<file path="config.mk">
export PLATFORM = sky130hd
export DESIGN_NAME = rtcsp_host
export DESIGN_NICKNAME = d
export VERILOG_FILES = /design/src/verilog/rtcsp_pkg.sv /design/src/verilog/rtcsp_fifo.sv /design/src/verilog/rtcsp_host.sv
export SDC_FILE = /design/constraint.sdc
export NUM_CORES = 1
export LEC_CHECK = 0
export ABC_AREA = 1
export BUFFER_PORTS_ARGS = -buffer_cell sky130_fd_sc_hd__clkbuf_2
export CAP_MARGIN = 20
export CORE_MARGIN = 2
export CORE_UTILIZATION = 35
export DETAILED_ROUTE_END_ITERATION = 7
export SLEW_MARGIN = 20
export SYNTH_ARGS = -nofsm -noshare
export SYNTH_HDL_FRONTEND = slang
export SYNTH_SLANG_ARGS = --single-unit
export TNS_END_PERCENT = 5
</file>
<file path="constraint.sdc">
create_clock -name sys_clk -period 2.34 [get_ports sys_clk]
set_input_delay 0.351 -clock sys_clk [delete_from_list [all_inputs] [get_ports sys_clk]]
set_output_delay 0.351 -clock sys_clk [all_outputs]
set_load 0.1 [all_outputs]
</file>
<file path="src/verilog/rtcsp_pkg.sv">
// Constants and types shared by the serial host for the clock chip's register port.
// Assumes a 100 MHz system clock and a fast-mode two-wire bus.
package rtcsp_pkg;
    localparam int unsigned SYS_CLK_KHZ = 100000;
    localparam int unsigned SCL_KHZ = 400;
    // One bit is four quarters; a quarter is a least time, so it rounds up
    localparam int unsigned QTR_CYC = (SYS_CLK_KHZ + 4 * SCL_KHZ - 1) / (4 * SCL_KHZ);
    localparam int unsigned CNT_W = 7;
    localparam logic [CNT_W-1:0] QTR_LAST = CNT_W'(QTR_CYC - 1);
    localparam logic [1:0] QTR_HOLD = 2'h0;
    localparam logic [1:0] QTR_HIGH = 2'h2;
    localparam logic [1:0] QTR_END = 2'h3;
    localparam logic [3:0] BIT_FIRST = 4'h0;
    localparam logic [3:0] BIT_LAST_DATA = 4'h7;
    localparam logic [3:0] BIT_ACK = 4'h8;
    localparam logic DIR_RD = 1'b1;
    localparam logic DIR_WR = 1'b0;
    localparam logic [7:0] PTR_RESET = 8'h00;
    localparam logic [7:0] PTR_LAST = 8'h1F;
    localparam int unsigned FIFO_DEPTH = 16;
    localparam int unsigned BYTE_W = 8;
    localparam int unsigned RD_W = 2 * BYTE_W;

    typedef enum logic [3:0] {
        ST_IDLE = 4'h0,
        ST_START = 4'h1,
        ST_ADDRW = 4'h3,
        ST_REG = 4'h2,
        ST_DATA = 4'h6,
        ST_ADDRR = 4'h7,
        ST_READ = 4'h5,
        ST_STOP = 4'h4
    } rtcsp_state_type;

    // len is the number of read bytes minus one
    typedef struct packed {
        logic rd;
        logic cur;
        logic [7:0] reg_addr;
        logic [7:0] wdata;
        logic [4:0] len;
    } rtcsp_cmd_type;

    typedef struct packed {
        logic [7:0] addr;
        logic [7:0] data;
    } rtcsp_rd_type;
endpackage
</file>
<file path="src/verilog/rtcsp_fifo.sv">
// Flip-flop FIFO with valid/ready on both sides.
// Assumes DEPTH is a power of two; one clock, asynchronous active-low reset.
`timescale 1ns/10ps
module rtcsp_fifo #(
    parameter int unsigned WIDTH = 16,
    parameter int unsigned DEPTH = 16
) (
    // Clock and reset
    input wire logic sys_clk,
    input wire logic rst_b,
    // Fill side
    input wire logic in_valid,
    output logic in_ready,
    input wire logic [WIDTH-1:0] in_data,
    // Drain side
    output logic out_valid,
    input wire logic out_ready,
    output logic [WIDTH-1:0] out_data
);
    localparam int unsigned AW = $clog2(DEPTH);
    logic [AW:0] wr_q, rd_q;
    logic [WIDTH-1:0] mem_q [DEPTH];
    wire push = in_valid && in_ready;
    wire pop = out_valid && out_ready;
    wire full = (wr_q[AW] != rd_q[AW]) && (wr_q[AW-1:0] == rd_q[AW-1:0]);
    wire empty = wr_q == rd_q;

    assign in_ready = !full;
    assign out_valid = !empty;
    assign out_data = mem_q[rd_q[AW-1:0]];

    genvar i;
    generate
        for (i = 0; i < DEPTH; i++) begin : g_entry
            always_ff @(posedge sys_clk) begin
                if (push && wr_q[AW-1:0] == AW'(i)) begin
                    mem_q[i] <= in_data;
                end
            end
        end
    endgenerate

    always_ff @(posedge sys_clk or negedge rst_b) begin
        if (!rst_b) begin
            wr_q <= '0;
            rd_q <= '0;
        end else begin
            wr_q <= wr_q + (AW+1)'(push);
            rd_q <= rd_q + (AW+1)'(pop);
        end
    end
endmodule // rtcsp_fifo

</file>
<file path="src/verilog/rtcsp_host.sv">
// Bus master that drives the clock chip's two-wire register port.
// Assumes pull-ups on both lines; read bytes leave through a 16-word FIFO.
`timescale 1ns/10ps
module rtcsp_host import rtcsp_pkg::*; #(
    parameter logic [6:0] DEV_ID = 7'h2A // Arbitrary value
) (
    // Clock and reset
    input wire logic sys_clk,
    input wire logic rst_b,
    // Command
    input wire logic cmd_valid,
    output logic cmd_ready,
    input wire rtcsp_cmd_type cmd,
    // Read data
    output logic rd_valid,
    input wire logic rd_ready,
    output rtcsp_rd_type rd_word,
    // Status
    output logic busy,
    output logic done,
    output logic nack,
    // Bus pins
    input wire logic scl_i,
    output logic scl_o,
    output logic scl_oe_n,
    input wire logic sda_i,
    output logic sda_o,
    output logic sda_oe_n
);
    rtcsp_state_type st_q, st_d;
    rtcsp_cmd_type cmd_q;
    logic [CNT_W-1:0] cnt_q;
    logic [1:0] qtr_q;
    logic [3:0] bit_q;
    logic [7:0] sh_q, sh_d, ptr_q;
    logic [4:0] left_q;
    logic scl_m_q, scl_s_q, sda_m_q, sda_s_q;
    logic scl_q, sda_q, nack_q, done_q, again_q;
    logic push_rdy;

    // Pin synchronisers
    always_ff @(posedge sys_clk or negedge rst_b) begin
        if (!rst_b) begin
            scl_m_q <= 1'b1;
            scl_s_q <= 1'b1;
            sda_m_q <= 1'b1;
            sda_s_q <= 1'b1;
        end else begin
            scl_m_q <= scl_i;
            scl_s_q <= scl_m_q;
            sda_m_q <= sda_i;
            sda_s_q <= sda_m_q;
        end
    end

    // Quarter timing; a slave holding clock low only delays the high quarters
    wire idle = st_q == ST_IDLE;
    wire cnt_done = cnt_q == QTR_LAST;
    wire stretch = qtr_q >= QTR_HIGH && !scl_s_q;
    wire push_v = st_q == ST_READ && bit_q == BIT_LAST_DATA && qtr_q == QTR_END && cnt_done;
    // A full FIFO parks the clock high after the eighth bit, before any ack
    wire tick = cnt_done && !stretch && !(push_v && !push_rdy);
    wire q_end = tick && qtr_q == QTR_END;
    wire sample = tick && qtr_q == QTR_HIGH;
    wire is_byte = st_q inside {ST_ADDRW, ST_REG, ST_DATA, ST_ADDRR, ST_READ};
    wire tx = is_byte && st_q != ST_READ;
    wire ack_bit = bit_q == BIT_ACK;
    wire byte_end = q_end && is_byte && ack_bit;
    wire acked = !nack_q;
    wire accept = cmd_valid && idle;
    wire [CNT_W-1:0] cnt_d = (idle || tick) ? '0 : (cnt_done ? cnt_q : cnt_q + CNT_W'(1));
    wire [7:0] ptr_inc = (ptr_q == PTR_LAST) ? PTR_RESET : ptr_q + 8'h01;

    // Line levels; quarter 0 holds data while the clock falls
    wire bit_lvl = ack_bit ? (tx ? 1'b1 : (left_q == 5'h00)) : (tx ? sh_q[7] : 1'b1);
    wire lvl = (st_q == ST_START) ? (qtr_q != QTR_END) : (st_q == ST_STOP) ? (qtr_q == QTR_END) : bit_lvl;
    wire sda_d = idle ? 1'b1 : ((qtr_q == QTR_HOLD) ? sda_q : lvl);
    wire scl_d = idle || qtr_q >= QTR_HIGH;
    wire rx_shift = sample && st_q == ST_READ && !ack_bit;
    wire tx_shift = q_end && tx && !ack_bit;
    wire nack_set = sample && tx && ack_bit && sda_s_q;
    // Read bit only for read commands, so a stray cur flag cannot turn a write
    wire [7:0] id_byte = {DEV_ID, cmd_q.rd && (again_q || cmd_q.cur)};

    // Next state at the end of each start, byte and stop
    always_comb begin
        st_d = st_q;
        sh_d = sh_q;
        case (st_q)
            ST_IDLE: begin
                if (cmd_valid) begin
                    st_d = ST_START;
                end
            end
            ST_START: begin
                if (q_end) begin
                    st_d = (cmd_q.rd && (cmd_q.cur || again_q)) ? ST_ADDRR : ST_ADDRW;
                    sh_d = id_byte;
                end
            end
            ST_ADDRW: begin
                if (byte_end) begin
                    st_d = acked ? ST_REG : ST_STOP;
                    sh_d = cmd_q.reg_addr;
                end
            end
            ST_REG: begin
                if (byte_end) begin
                    st_d = !acked ? ST_STOP : (cmd_q.rd ? ST_START : ST_DATA);
                    sh_d = cmd_q.wdata;
                end
            end
            ST_DATA: begin
                if (byte_end) begin
                    st_d = ST_STOP;
                end
            end
            ST_ADDRR: begin
                if (byte_end) begin
                    st_d = acked ? ST_READ : ST_STOP;
                end
            end
            ST_READ: begin
                if (byte_end && left_q == 5'h00) begin
                    st_d = ST_STOP;
                end
            end
            ST_STOP: begin
                if (q_end) begin
                    st_d = ST_IDLE;
                end
            end
            default: begin
                st_d = ST_IDLE;
            end
        endcase
        if (tx_shift) begin
            sh_d = {sh_q[6:0], 1'b1};
        end else if (rx_shift) begin
            sh_d = {sh_q[6:0], sda_s_q};
        end
    end

    always_ff @(posedge sys_clk or negedge rst_b) begin
        if (!rst_b) begin
            st_q <= ST_IDLE;
            cnt_q <= '0;
            qtr_q <= QTR_HOLD;
            bit_q <= BIT_FIRST;
            sh_q <= 8'h00;
            scl_q <= 1'b1;
            sda_q <= 1'b1;
        end else begin
            st_q <= st_d;
            cnt_q <= cnt_d;
            qtr_q <= idle ? QTR_HOLD : qtr_q + 2'(tick);
            bit_q <= (!is_byte || byte_end) ? BIT_FIRST : bit_q + 4'(q_end);
            sh_q <= sh_d;
            scl_q <= scl_d;
            sda_q <= sda_d;
        end
    end

    always_ff @(posedge sys_clk or negedge rst_b) begin
        if (!rst_b) begin
            cmd_q <= '0;
            left_q <= 5'h00;
            ptr_q <= PTR_RESET;
            nack_q <= 1'b0;
            done_q <= 1'b0;
            again_q <= 1'b0;
        end else begin
            if (accept) begin
                cmd_q <= cmd;
            end
            if (accept) begin
                left_q <= cmd.len;
            end else if (byte_end && st_q == ST_READ) begin
                left_q <= left_q - 5'h01;
            end
            if (byte_end && st_q == ST_REG) begin
                ptr_q <= cmd_q.reg_addr;
            end else if (push_v && push_rdy) begin
                ptr_q <= ptr_inc;
            end
            nack_q <= nack_set || (nack_q && !accept);
            done_q <= q_end && st_q == ST_STOP;
            again_q <= (byte_end && st_q == ST_REG) || (again_q && !idle);
        end
    end

    rtcsp_fifo #(
        .WIDTH(RD_W),
        .DEPTH(FIFO_DEPTH)
    ) u_fifo (
        .sys_clk(sys_clk),
        .rst_b(rst_b),
        .in_valid(push_v),
        .in_ready(push_rdy),
        .in_data({ptr_q, sh_q}),
        .out_valid(rd_valid),
        .out_ready(rd_ready),
        .out_data(rd_word)
    );

    assign cmd_ready = idle;
    assign busy = !idle;
    assign done = done_q;
    assign nack = nack_q;
    // Open drain: pins only ever pull low
    assign scl_o = 1'b0;
    assign sda_o = 1'b0;
    assign scl_oe_n = scl_q;
    assign sda_oe_n = sda_q;

    localparam int STOP_WAIT = 80;
endmodule // rtcsp_host

</file>
==> impl_metrics.ini, run 1 <==
[global_routing]
grt_remaining_overflow = 0
track_usage_pct = 17.3
antenna_found_initial = 0
grt_pass1_vias = 9613
grt_pass1_wl_um = 55800
grt_max_degree = 49

[worst_setup_path]
critical_path.cell_chain = buf_12 > buf_16 > o21ai_4 > o22ai_4 > o211ai_1 > nand2_1 > buf_12
cp-end-kind = output port
path_delay_family = flip-flops
required_ps = 1990
max_stage_delay_ps = 560
cpMaxStageDelayCell = dfrtp_4
path_common_cell = buf_12
cp_max_fo = 8
critical_path_arrival_ps = 2350
cp-start-kind = register
worst-path-buf-inv = 3
critical_path_class = reg2out

[sta]
max_freq_mhz = 370
fin_hold_ws_ps = 20.4
finalMaxSlewViolations = 0
hold_viol_final = 0
timing.final.crit_period_ps = 2700
min_period_over_period_pct = 115
rsz0062_at_grt = yes
setup_violations = 17
finClkSkew_ps = 24.6
fin_ws_ps = -361
slew_headroom_pct = 45.3
worstMarginPinSlew_ps = 820

[floorplan]
start_util_pct = 35.5
io_pins = 54
coreArea_um2 = 39800
die_area_um2 = 42000
die_y_um = 205
fp.dieW_um = 205
num_rows = 73

[drt]
antenna_left = 0
avgRoutedWirePerCell_um = 19.7
vias_per_cell = 5.27
first_pass_iters = 5
drt_iter0_drc = 751
vias = 9711
drc = 0
wl_um = 36400

[pwr]
comb_power_share_pct = 39.7
switching_share_pct = 37.5
power.internal_uw = 12500
p_switching_uw = 7470
ir_drop_mv = 0.726
pwr-share-seq_pct = 32.4
p_leak_uw = 0.00594
pwr-share-clk_pct = 27.9
powerDensity_nw_per_um2 = 1130

[finish]
nets = 1332
final_area_um2 = 17600
fillers = 3660
drive_above_1_share_pct = 24.4
num_antenna_cells = 0
area_delta_synth_final_pct = 24.5

[place]
dpl_cell_area_um2 = 15800
portBuffers = 51
pre_cts_ws_ps = 143
dp_hpwl_um = 22300
gp_congestion = 0.837

[synth]
synthFlopType = edfxtp_1
syn_area_um2 = 14100
synth_enable_flop_cells = 256
netlist_instances = 1177
seq_area_frac_synth_pct = 67.5
ys_seq_elements = 330
avgSynthCellArea_um2 = 12.0
ys_async_sr_fraction_pct = 22.4
yosys_warnings = 0
yosysUniqueCellTypes = 49

[outcome]
violations = negative setup slack
outcome = finished with violations

[clocking]
cts_tree = yes
ctsLongestPathBuffers = 3
htree_levels = 2
clock_latency_ps = 540
root_buffer = clkbuf_16
clkTransAtPathRegs_ps = 60
cts.sinks = 330
cts_buffers = 37

[job]
drv_cap = 0

[hold_path]
hold_class = in2reg
## registers in the layout, summed over array words and instances, names as in the netlist
name / count
again_q: 1
bit_q: 4
cmd_q: 18
cnt_q: 7
done: 1
left_q: 5
nack: 1
ptr_q: 8
qtr_q: 2
scl_m_q: 1
scl_oe_n: 1
scl_s_q: 1
sda_m_q: 1
sda_oe_n: 1
sda_s_q: 1
sh_q: 8
st_q: 3
u_fifo.mem_q: 256
u_fifo.rd_q: 5
u_fifo.wr_q: 5
## cell type report
type | count | area, um^2 | share of cell area (%)
clock buffers | 47 | 985 | 5.59
clock inverters | 19 | 168 | 0.952
inverters | 49 | 218 | 1.24
multi-input cells | 737 | 4360 | 24.7
flip-flops and latches | 330 | 9550 | 54.2
well taps | 525 | 657 | 3.73
repair buffers | 136 | 1680 | 9.53
## path summary, 6_finish.rpt
kind | from | end | slack (ps) | depth (start not counted)
min in group asynchronous | rst_b | cmd_q[7] | 380 | 2
hold / removal | cmd[13] | cmd_q[13] | 20 | 3
setup / recovery | u_fifo.rd_q[0] | rd_word[12] | -360 | 7
setup reg to reg | u_fifo.rd_q[0] | u_fifo.mem_q[14][4] | 80 | 10
hold reg to reg | sda_m_q | sda_s_q | 350 | 0
max in group asynchronous | rst_b | scl_m_q | 1300 | 3
## synthesized netlist by cell type, types with 5 or more instances
cell type  number  area, um^2
xor2_1         14         123
nor2_1        177         664
o21ai_0       140         701
nand4_4         5         106
ha_1           12         150
dfstp_2         6         158
dfrtp_1        68        1700
nand2_2         7        43.8
nor2_4         11         124
edfxtp_1      256        7690
clkbuf_1       42         158
nand2_1       167         627
o221ai_1       47         412
xnor2_1         8        70.1
nand3_1        44         220
inv_4           6        37.5
inv_2          13        48.8
inv_1          30         113
nand4_1         6        37.5
buf_2           8        40.0
nor2_2         10        62.6
o22ai_1        18         113
nor2_8          6         120
o211ai_1       25         188
## worst reg2reg max path, stage by stage (launching register included)
cell      delay, ps
dfrtp_4         560
clkinv_8        130
nand2_1          60
nand2_1         120
nor2_4           60
nand3_2          80
nand3_1          90
inv_2           110
nand3_1         250
nor2_2          270
buf_4           240
## through the flow
step / power, uW / cells / TNS, ps / utilization [%]
after global routing: 20700 / 1843 / -6580 / 44.2
after detailed placement: 13200 / 1755 / 0 / 39.7
after global placement: 13100 / 1755 / 0 / 39.7
final: 19900 / 1843 / -4870 / 44.2
after CTS: 19200 / 1832 / -4870 / 43.2
after floorplan: 10700 / 1178 / -41830 / -
## routing by layer
layer | routed length (um) | vias up | track usage, %
li1 | - | 4482 | -
met1 | 16200 | 4831 | 24.2
met2 | 17200 | 343 | 28.1
met3 | 2250 | 55 | 2.78
met4 | 735 | 0 | 4.52
met5 | 0 | - | 0
## logic make-up after synthesis
kind of cell | after synthesis | synth area share (%)
AND/OR/NAND/NOR | 445 | 15.1
adder cells (fa/ha/maj) | 12 | 1.06
AO/OA/AOI/OAI | 255 | 11.4
buffers and inverters | 111 | 3.44
XOR/XNOR | 23 | 1.48
flip-flops | 330 | 67.5
other | 1 | 0.0265
## cell usage in the layout (no fill, tap or decap), types with 5 or more instances in the layout
master | netlist | routed
xnor2_1 | 8 | 8
nand4_4 | 5 | 5
nor2_8 | 6 | 6
nand3_2 | 3 | 6
buf_4 | 4 | 48
dfrtp_1 | 68 | 65
edfxtp_1 | 256 | 256
clkbuf_1 | 42 | 9
nand3_1 | 44 | 41
o221ai_1 | 47 | 40
o22ai_1 | 18 | 14
o21ai_0 | 140 | 106
buf_16 | 0 | 5
o221ai_2 | 0 | 7
nor2_2 | 10 | 32
nand4_1 | 6 | 6
clkinv_1 | 0 | 9
nor2_1 | 177 | 155
dfstp_2 | 6 | 6
o21ai_2 | 2 | 10
o211ai_1 | 25 | 25
nand2_1 | 167 | 158
o21ai_1 | 3 | 27
nand2_2 | 7 | 16
buf_12 | 0 | 31
clkbuf_2 | 0 | 31
inv_4 | 6 | 5
ha_1 | 12 | 10
inv_2 | 13 | 13
clkbuf_16 | 0 | 46
inv_1 | 30 | 28
xor2_1 | 14 | 14
nor2_4 | 11 | 11
## power by group through the flow
stage	registers, uW	logic [uW]	clock network, uW
finish	6470	7910	5550
global route	6470	8310	5920
CTS	6450	7120	5670
detailed placement	6560	6610	0
global placement	6560	6580	0
floorplan	6490	4210	0
## repair_timing
item                                   CTS  global route
cloned                                   4             8
resized for setup                       26            64
setup endpoints to repair               19            33
setup buffers                            3             3
hold buffers                             4             0
pin swaps                               12            26
endpoints found under the hold margin   49             0
Power figures use the tool's default switching activity.
==> run 2: changes to the inputs <==
SYNTH_HIERARCHICAL = 1   (was not set)
==> impl_metrics.ini, run 2 <==
[sta]
fin_ws_ps = -231
hold_viol_final = 0
finalMaxSlewViolations = 0
rsz0062_at_grt = yes
timing.final.crit_period_ps = 2570
max_freq_mhz = 389
min_period_over_period_pct = 110
setup_violations = 16
worstMarginPinSlew_ps = 713
finClkSkew_ps = 10.3
slew_headroom_pct = 52.5

[worst_setup_path]
cpMaxStageDelayCell = dfrtp_4
rr_worst_depth = 13
regToRegSetupSlack_ps = 130
r2r_start = u_fifo/rd_q[0]
rr_endpoint = bit_q[2]
max_stage_delay_ps = 580
critical_path.cell_chain = inv_12 > buf_8 > buf_16 > nand2_2 > nand2_1 > nand2_1 > nand3_1 > nand3_1 > nand2_4 > buf_12
cp-start-kind = register
critical_path_arrival_ps = 2220
cp_max_fo = 10
cp-end-kind = output port
required_ps = 1990
critical_path_class = reg2out

[synth]
synthMuxAreaShare_pct = 0
ys_top_cells_by_count = nand2_1, edfxtp_1, inv_1
netlist_instances = 1570
synth_top_area_share_pct = 50.8
yosys.cell_count.top_type = nand2_1
synthSimpleGateAreaFrac_pct = 23.6
avgSynthCellArea_um2 = 9.63
synth_enable_flop_cells = 256
synth_area_leaders = edfxtp_1, nand2_1, dfrtp_1
ys_seq_elements = 330
synth_xor_area_share_pct = 0.984
ys_async_sr_fraction_pct = 22.4
seq_area_frac_synth_pct = 63.1
synthAdderAreaFrac_pct = 0.993
syn_area_um2 = 15100
yosys_warnings = 6
synth_top_cell_by_area = edfxtp_1
synthFlopType = edfxtp_1
yosysUniqueCellTypes = 46
synth_top_family_by_area = simple AND/OR/NAND/NOR gates
synth_compound_area_share_pct = 2.29

[drt]
wl_um = 39300
vias_per_cell = 4.80
drt_iter0_drc = 948
antenna_left = 0
first_pass_iters = 5
avgRoutedWirePerCell_um = 17.2
vias = 11000
drc = 0

[global_routing]
grt_remaining_overflow = 0
antenna_found_initial = 0
grt_max_degree = 67
grt_pass1_wl_um = 59100
track_usage_pct = 17.3
grt_pass1_vias = 10500

[finish]
drive_above_1_share_pct = 16.6
regMostFlops = u_fifo/mem_q
final_common_cell = nand2_1
area_delta_synth_final_pct = 23.1
num_antenna_cells = 0
reg_top3 = u_fifo/mem_q x256, cmd_q x18
largest_reg_flops = 256
nets = 1716
final_cell_mix = nand2_1, edfxtp_1, inv_1, nand3_1, dfrtp_1

[clocking]
clock_latency_ps = 540
cts_buffers = 36
cts_tree = yes
htree_levels = 2
ctsLongestPathBuffers = 3
clkTransAtPathRegs_ps = 60
root_buffer = clkbuf_16
cts.sinks = 330

[pwr]
ir_drop_mv = 1.25
p_leak_uw = 0.00826
powerDensity_nw_per_um2 = 1290
p_total_uw = 24100

[outcome]
outcome = finished with violations
violations = negative setup slack

[place]
dp_hpwl_um = 22600
gp_congestion = 0.869
portBuffers = 51
pre_cts_ws_ps = 152

[hold_path]
hold_end = cmd_q[20]
hold_class = in2reg
whs_path_depth = 3
min_from = cmd[20]

[floorplan]
num_rows = 76
io_pins = 54
start_util_pct = 35.3
die_area_um2 = 44900
die_y_um = 212
coreArea_um2 = 42900
fp.dieW_um = 212

[job]
drv_cap = 0
## run 2: cell types whose count changed in the layout (fill, tap and decap cells not counted), sizes merged, moves of 7 or more
cell / change
nand2: +328
inv: +216
nand3: +182
nor2: -139
o21ai: -122
o221ai: -45
o211ai: -22
o22ai: -13
buf: -8
a21oi: +7
## run 2: worst max-delay path by stage
stage	startpoint	to	slack [ps]	depth (start not counted)
floorplan	cnt_q[0]	u_fifo/mem_q[10][0]	-20	9
global placement	u_fifo/rd_q[0]	bit_q[2]	220	12
detailed placement	u_fifo/rd_q[0]	bit_q[2]	150	12
CTS	u_fifo/rd_q[0]	rd_word[13]	-230	8
global route	u_fifo/rd_q[0]	rd_word[8]	-300	10
finish	u_fifo/rd_q[0]	rd_word[0]	-230	10
## run 2: final cells by class
| cell class | count | area [um^2] |
|---|---|---|
| fill | 3964 | 24300 |
| tap | 585 | 732 |
| multi-input combinational | 909 | 4500 |
| timing repair buffer | 128 | 1670 |
| inverter | 270 | 1040 |
| clock buffer | 47 | 942 |
| clock inverter | 17 | 176 |
| sequential | 330 | 9550 |
## run 2: worst max-delay path, delay by kind of cell (launching register included)
kind	cells	cell delay, ps
buf+inv	4	620
flops	1	580
simple gates	6	480
## run 2: where the power goes
group	switching [uW]	leakage [uW]	internal, uW	total (uW)
Sequential	545	0.00300	6940	7480
Combinational	7300	0.00473	3820	11100
Clock	2270	0.000536	3190	5460
## run 2: what timing repair did
| item | 4_1_cts | 5_1_grt |
|---|---|---|
| gates cloned | 5 | 10 |
| resized for setup | 36 | 41 |
| pin swaps | 7 | 19 |
| hold endpoints to repair | 44 | 0 |
| endpoints found under the setup margin | 18 | 21 |
| setup buffers | 3 | 4 |
| hold buffers | 8 | 0 |
## run 2: layer usage
metal | up-vias | part of all wire [%] | global-route usage (%)
met3 | 64 | 6.3 | 2.70
met1 | 5264 | 43 | 23.4
li1 | 5274 | - | -
met4 | 0 | 2.4 | 5.59
met2 | 371 | 48 | 28.6
met5 | - | 0 | 0
## run 2: kinds of logic (layout without fill, tap and decap cells)
family | Yosys count | count (layout)
adders and majority gates | 12 | 12
AOI/OAI and AO/OA | 58 | 58
DFF | 330 | 330
other | 1 | 2
buffers and inverters | 332 | 462
and+or+nand+nor | 820 | 820
xor gates and xnor gates | 17 | 17
## run 2: through the flow
stage | setup TNS (ps) | hold slack (ps) | std cells | area [um^2] | util [%]
floorplan | -3270 | 55.4 | 1571 | 15100 | -
detailed placement | 0 | 351 | 2193 | 16700 | 38.9
global placement | 0 | 349 | 2193 | 16700 | 38.9
finish | -3010 | 24.7 | 2286 | 18600 | 43.4
CTS | -3050 | 0.514 | 2273 | 18200 | 42.4
global route | -4450 | 26.7 | 2286 | 18600 | 43.4
==> run 3: changes to the inputs <==
PLACE_DENSITY = 0.52   (was not set)
SLEW_MARGIN = 10   (was 20)
==> impl_metrics.ini, run 3 (same netlist as run 2, synthesis figures left out) <==
[finish]
largest_reg_flops = 256
area_delta_synth_final_pct = 26.7
final_area_um2 = 19200
reg_top3 = u_fifo/mem_q x256, cmd_q x18
final_cell_mix = nand2_1, edfxtp_1, inv_1, nand3_1, dfrtp_1
fin_util_pct = 44.7
stdcell_count = 2303
num_antenna_cells = 0
regMostFlops = u_fifo/mem_q
drive_above_1_share_pct = 19.9
final_common_cell = nand2_1
nets = 1731
fillers = 4056

[place]
dpl_cell_area_um2 = 16800
gp_congestion = 0.827
dp_hpwl_um = 23800
dp.cells = 2203
portBuffers = 51
pre_cts_ws_ps = 193

[job]
drv_cap = 0

[pwr]
ir_drop_mv = 1.22
powerDensity_nw_per_um2 = 1320
p_leak_uw = 0.00856

[drt]
avgRoutedWirePerCell_um = 17.9
drc = 0
wl_um = 41100
vias = 11000
drt_iter0_drc = 725
first_pass_iters = 5
vias_per_cell = 4.77
antenna_left = 0

[global_routing]
track_usage_pct = 18.6
antenna_found_initial = 0
grt_remaining_overflow = 0
grt_max_degree = 54
grt_pass1_wl_um = 62500
grt_pass1_vias = 10600

[sta]
finClkSkew_ps = 16.7
setup_violations = 17
slew_headroom_pct = 50.0
fin_ws_ps = -237
finalMaxSlewViolations = 0
fin_setup_tns_ps = -3160
timing.final.crit_period_ps = 2580
max_freq_mhz = 388
hold_viol_final = 0
worstMarginPinSlew_ps = 750
min_period_over_period_pct = 110
rsz0062_at_grt = yes

[clocking]
clkTransAtPathRegs_ps = 60
cts.sinks = 330
clock_latency_ps = 550
ctsLongestPathBuffers = 3
htree_levels = 2
cts_tree = yes
root_buffer = clkbuf_16
cts_buffers = 38

[floorplan]
die_y_um = 212
num_rows = 76
coreArea_um2 = 42900
die_area_um2 = 44900
io_pins = 54
fp.dieW_um = 212
start_util_pct = 35.3

[worst_setup_path]
critical_path.cell_chain = inv_6 > buf_12 > buf_12 > clkbuf_16 > nand2_1 > nand3_1 > nand3_2 > nand3_2 > nand2_2 > buf_12
cpMaxStageDelayCell = dfrtp_4
worst-path-stages = 10
required_ps = 1990
path_common_cell = buf_12
cp-start-kind = register
path_delay_family = buffers and inverters
worst-path-buf-inv = 5
cp_max_fo = 6
rr_worst_depth = 14
critical_path_arrival_ps = 2230
cp-end-kind = output port
max_stage_delay_ps = 530
critical_path_class = reg2out

[outcome]
violations = negative setup slack
outcome = finished with violations

[hold_path]
hold_class = in2reg
whs_path_depth = 3
==> run 3: changes by cell type in the layout (fill, tap and decap cells not counted), moves of 3 or more <==
cell,before,now
buf_4,30,40
clkinv_2,3,8
nand2_1,478,474
nand3_2,27,62
clkinv_1,13,10
clkbuf_1,11,6
nand3_1,201,168
nand2_4,5,8
clkbuf_16,43,47
==> run 3: worst reg2reg max path, cell delays in order, from the launching register on <==
cell and delay (ps):
dfrtp_4 530, buf_4 150, buf_6 130, nand2_1 70
nand2_1 60, nor2_2 110, nand3_2 130, inv_2 100
nand4_4 170, nand3_1 150, inv_1 50, ha_1 190
ha_1 190, xnor2_1 130, nor2_1 60
==> run 3: area by class of cell <==
class                      instances  area (um^2)  share of cell area (%)
sequential                       330         9550                    49.8
clock inverter                    19          225                    1.18
multi-input combinational        909         4680                    24.4
inverter                         270         1040                    5.43
tap                              585          732                    3.82
clock buffer                      49         1080                    5.61
timing repair buffer             141         1860                    9.69
==> run 3: path summary, 6_finish.rpt <==
path                           startpoint              to  slack (ps)
setup / recovery           u_fifo/rd_q[0]     rd_word[14]        -240
hold / removal                    cmd[19]       cmd_q[19]          30
setup reg to reg           u_fifo/rd_q[0]        bit_q[2]          10
hold reg to reg                   scl_m_q         scl_s_q         350
max in group asynchronous           rst_b         sda_m_q        1330
min in group asynchronous           rst_b  u_fifo/wr_q[4]         370
==> run 3: metal layers <==
metal,up-vias,part of all wire [%],track usage (%)
met2,289,47,30.7
met1,5322,45,25.2
met4,0,3.0,6.05
met3,69,4.9,2.88
met5,-,0,0
li1,5313,-,-
==> run 3: where the power goes <==
part | total (uW) | switching (uW) | internal [uW]
logic | 11600 | 7450 | 4200
clock network | 6190 | 2390 | 3800
registers | 7500 | 556 | 6940
total | 25300 | 10400 | 14900
==> run 3: stage by stage <==
| step | power [uW] | hold slack (ps) |
|---|---|---|
| floorplan | 13800 | 55.4 |
| global placement | 17200 | 347 |
| detailed placement | 17300 | 348 |
| finish | 25300 | 26.0 |
| CTS | 24900 | 0.451 |
| global route | 26500 | 18.4 |
==> run 3: repair_timing <==
item,4_1_cts,5_1_grt
gates resized for setup,49,71
pin swaps,12,40
setup endpoints to repair,18,29
hold buffers,9,0
endpoints found under the hold margin,44,0
buffers inserted,7,2
gates cloned,10,6
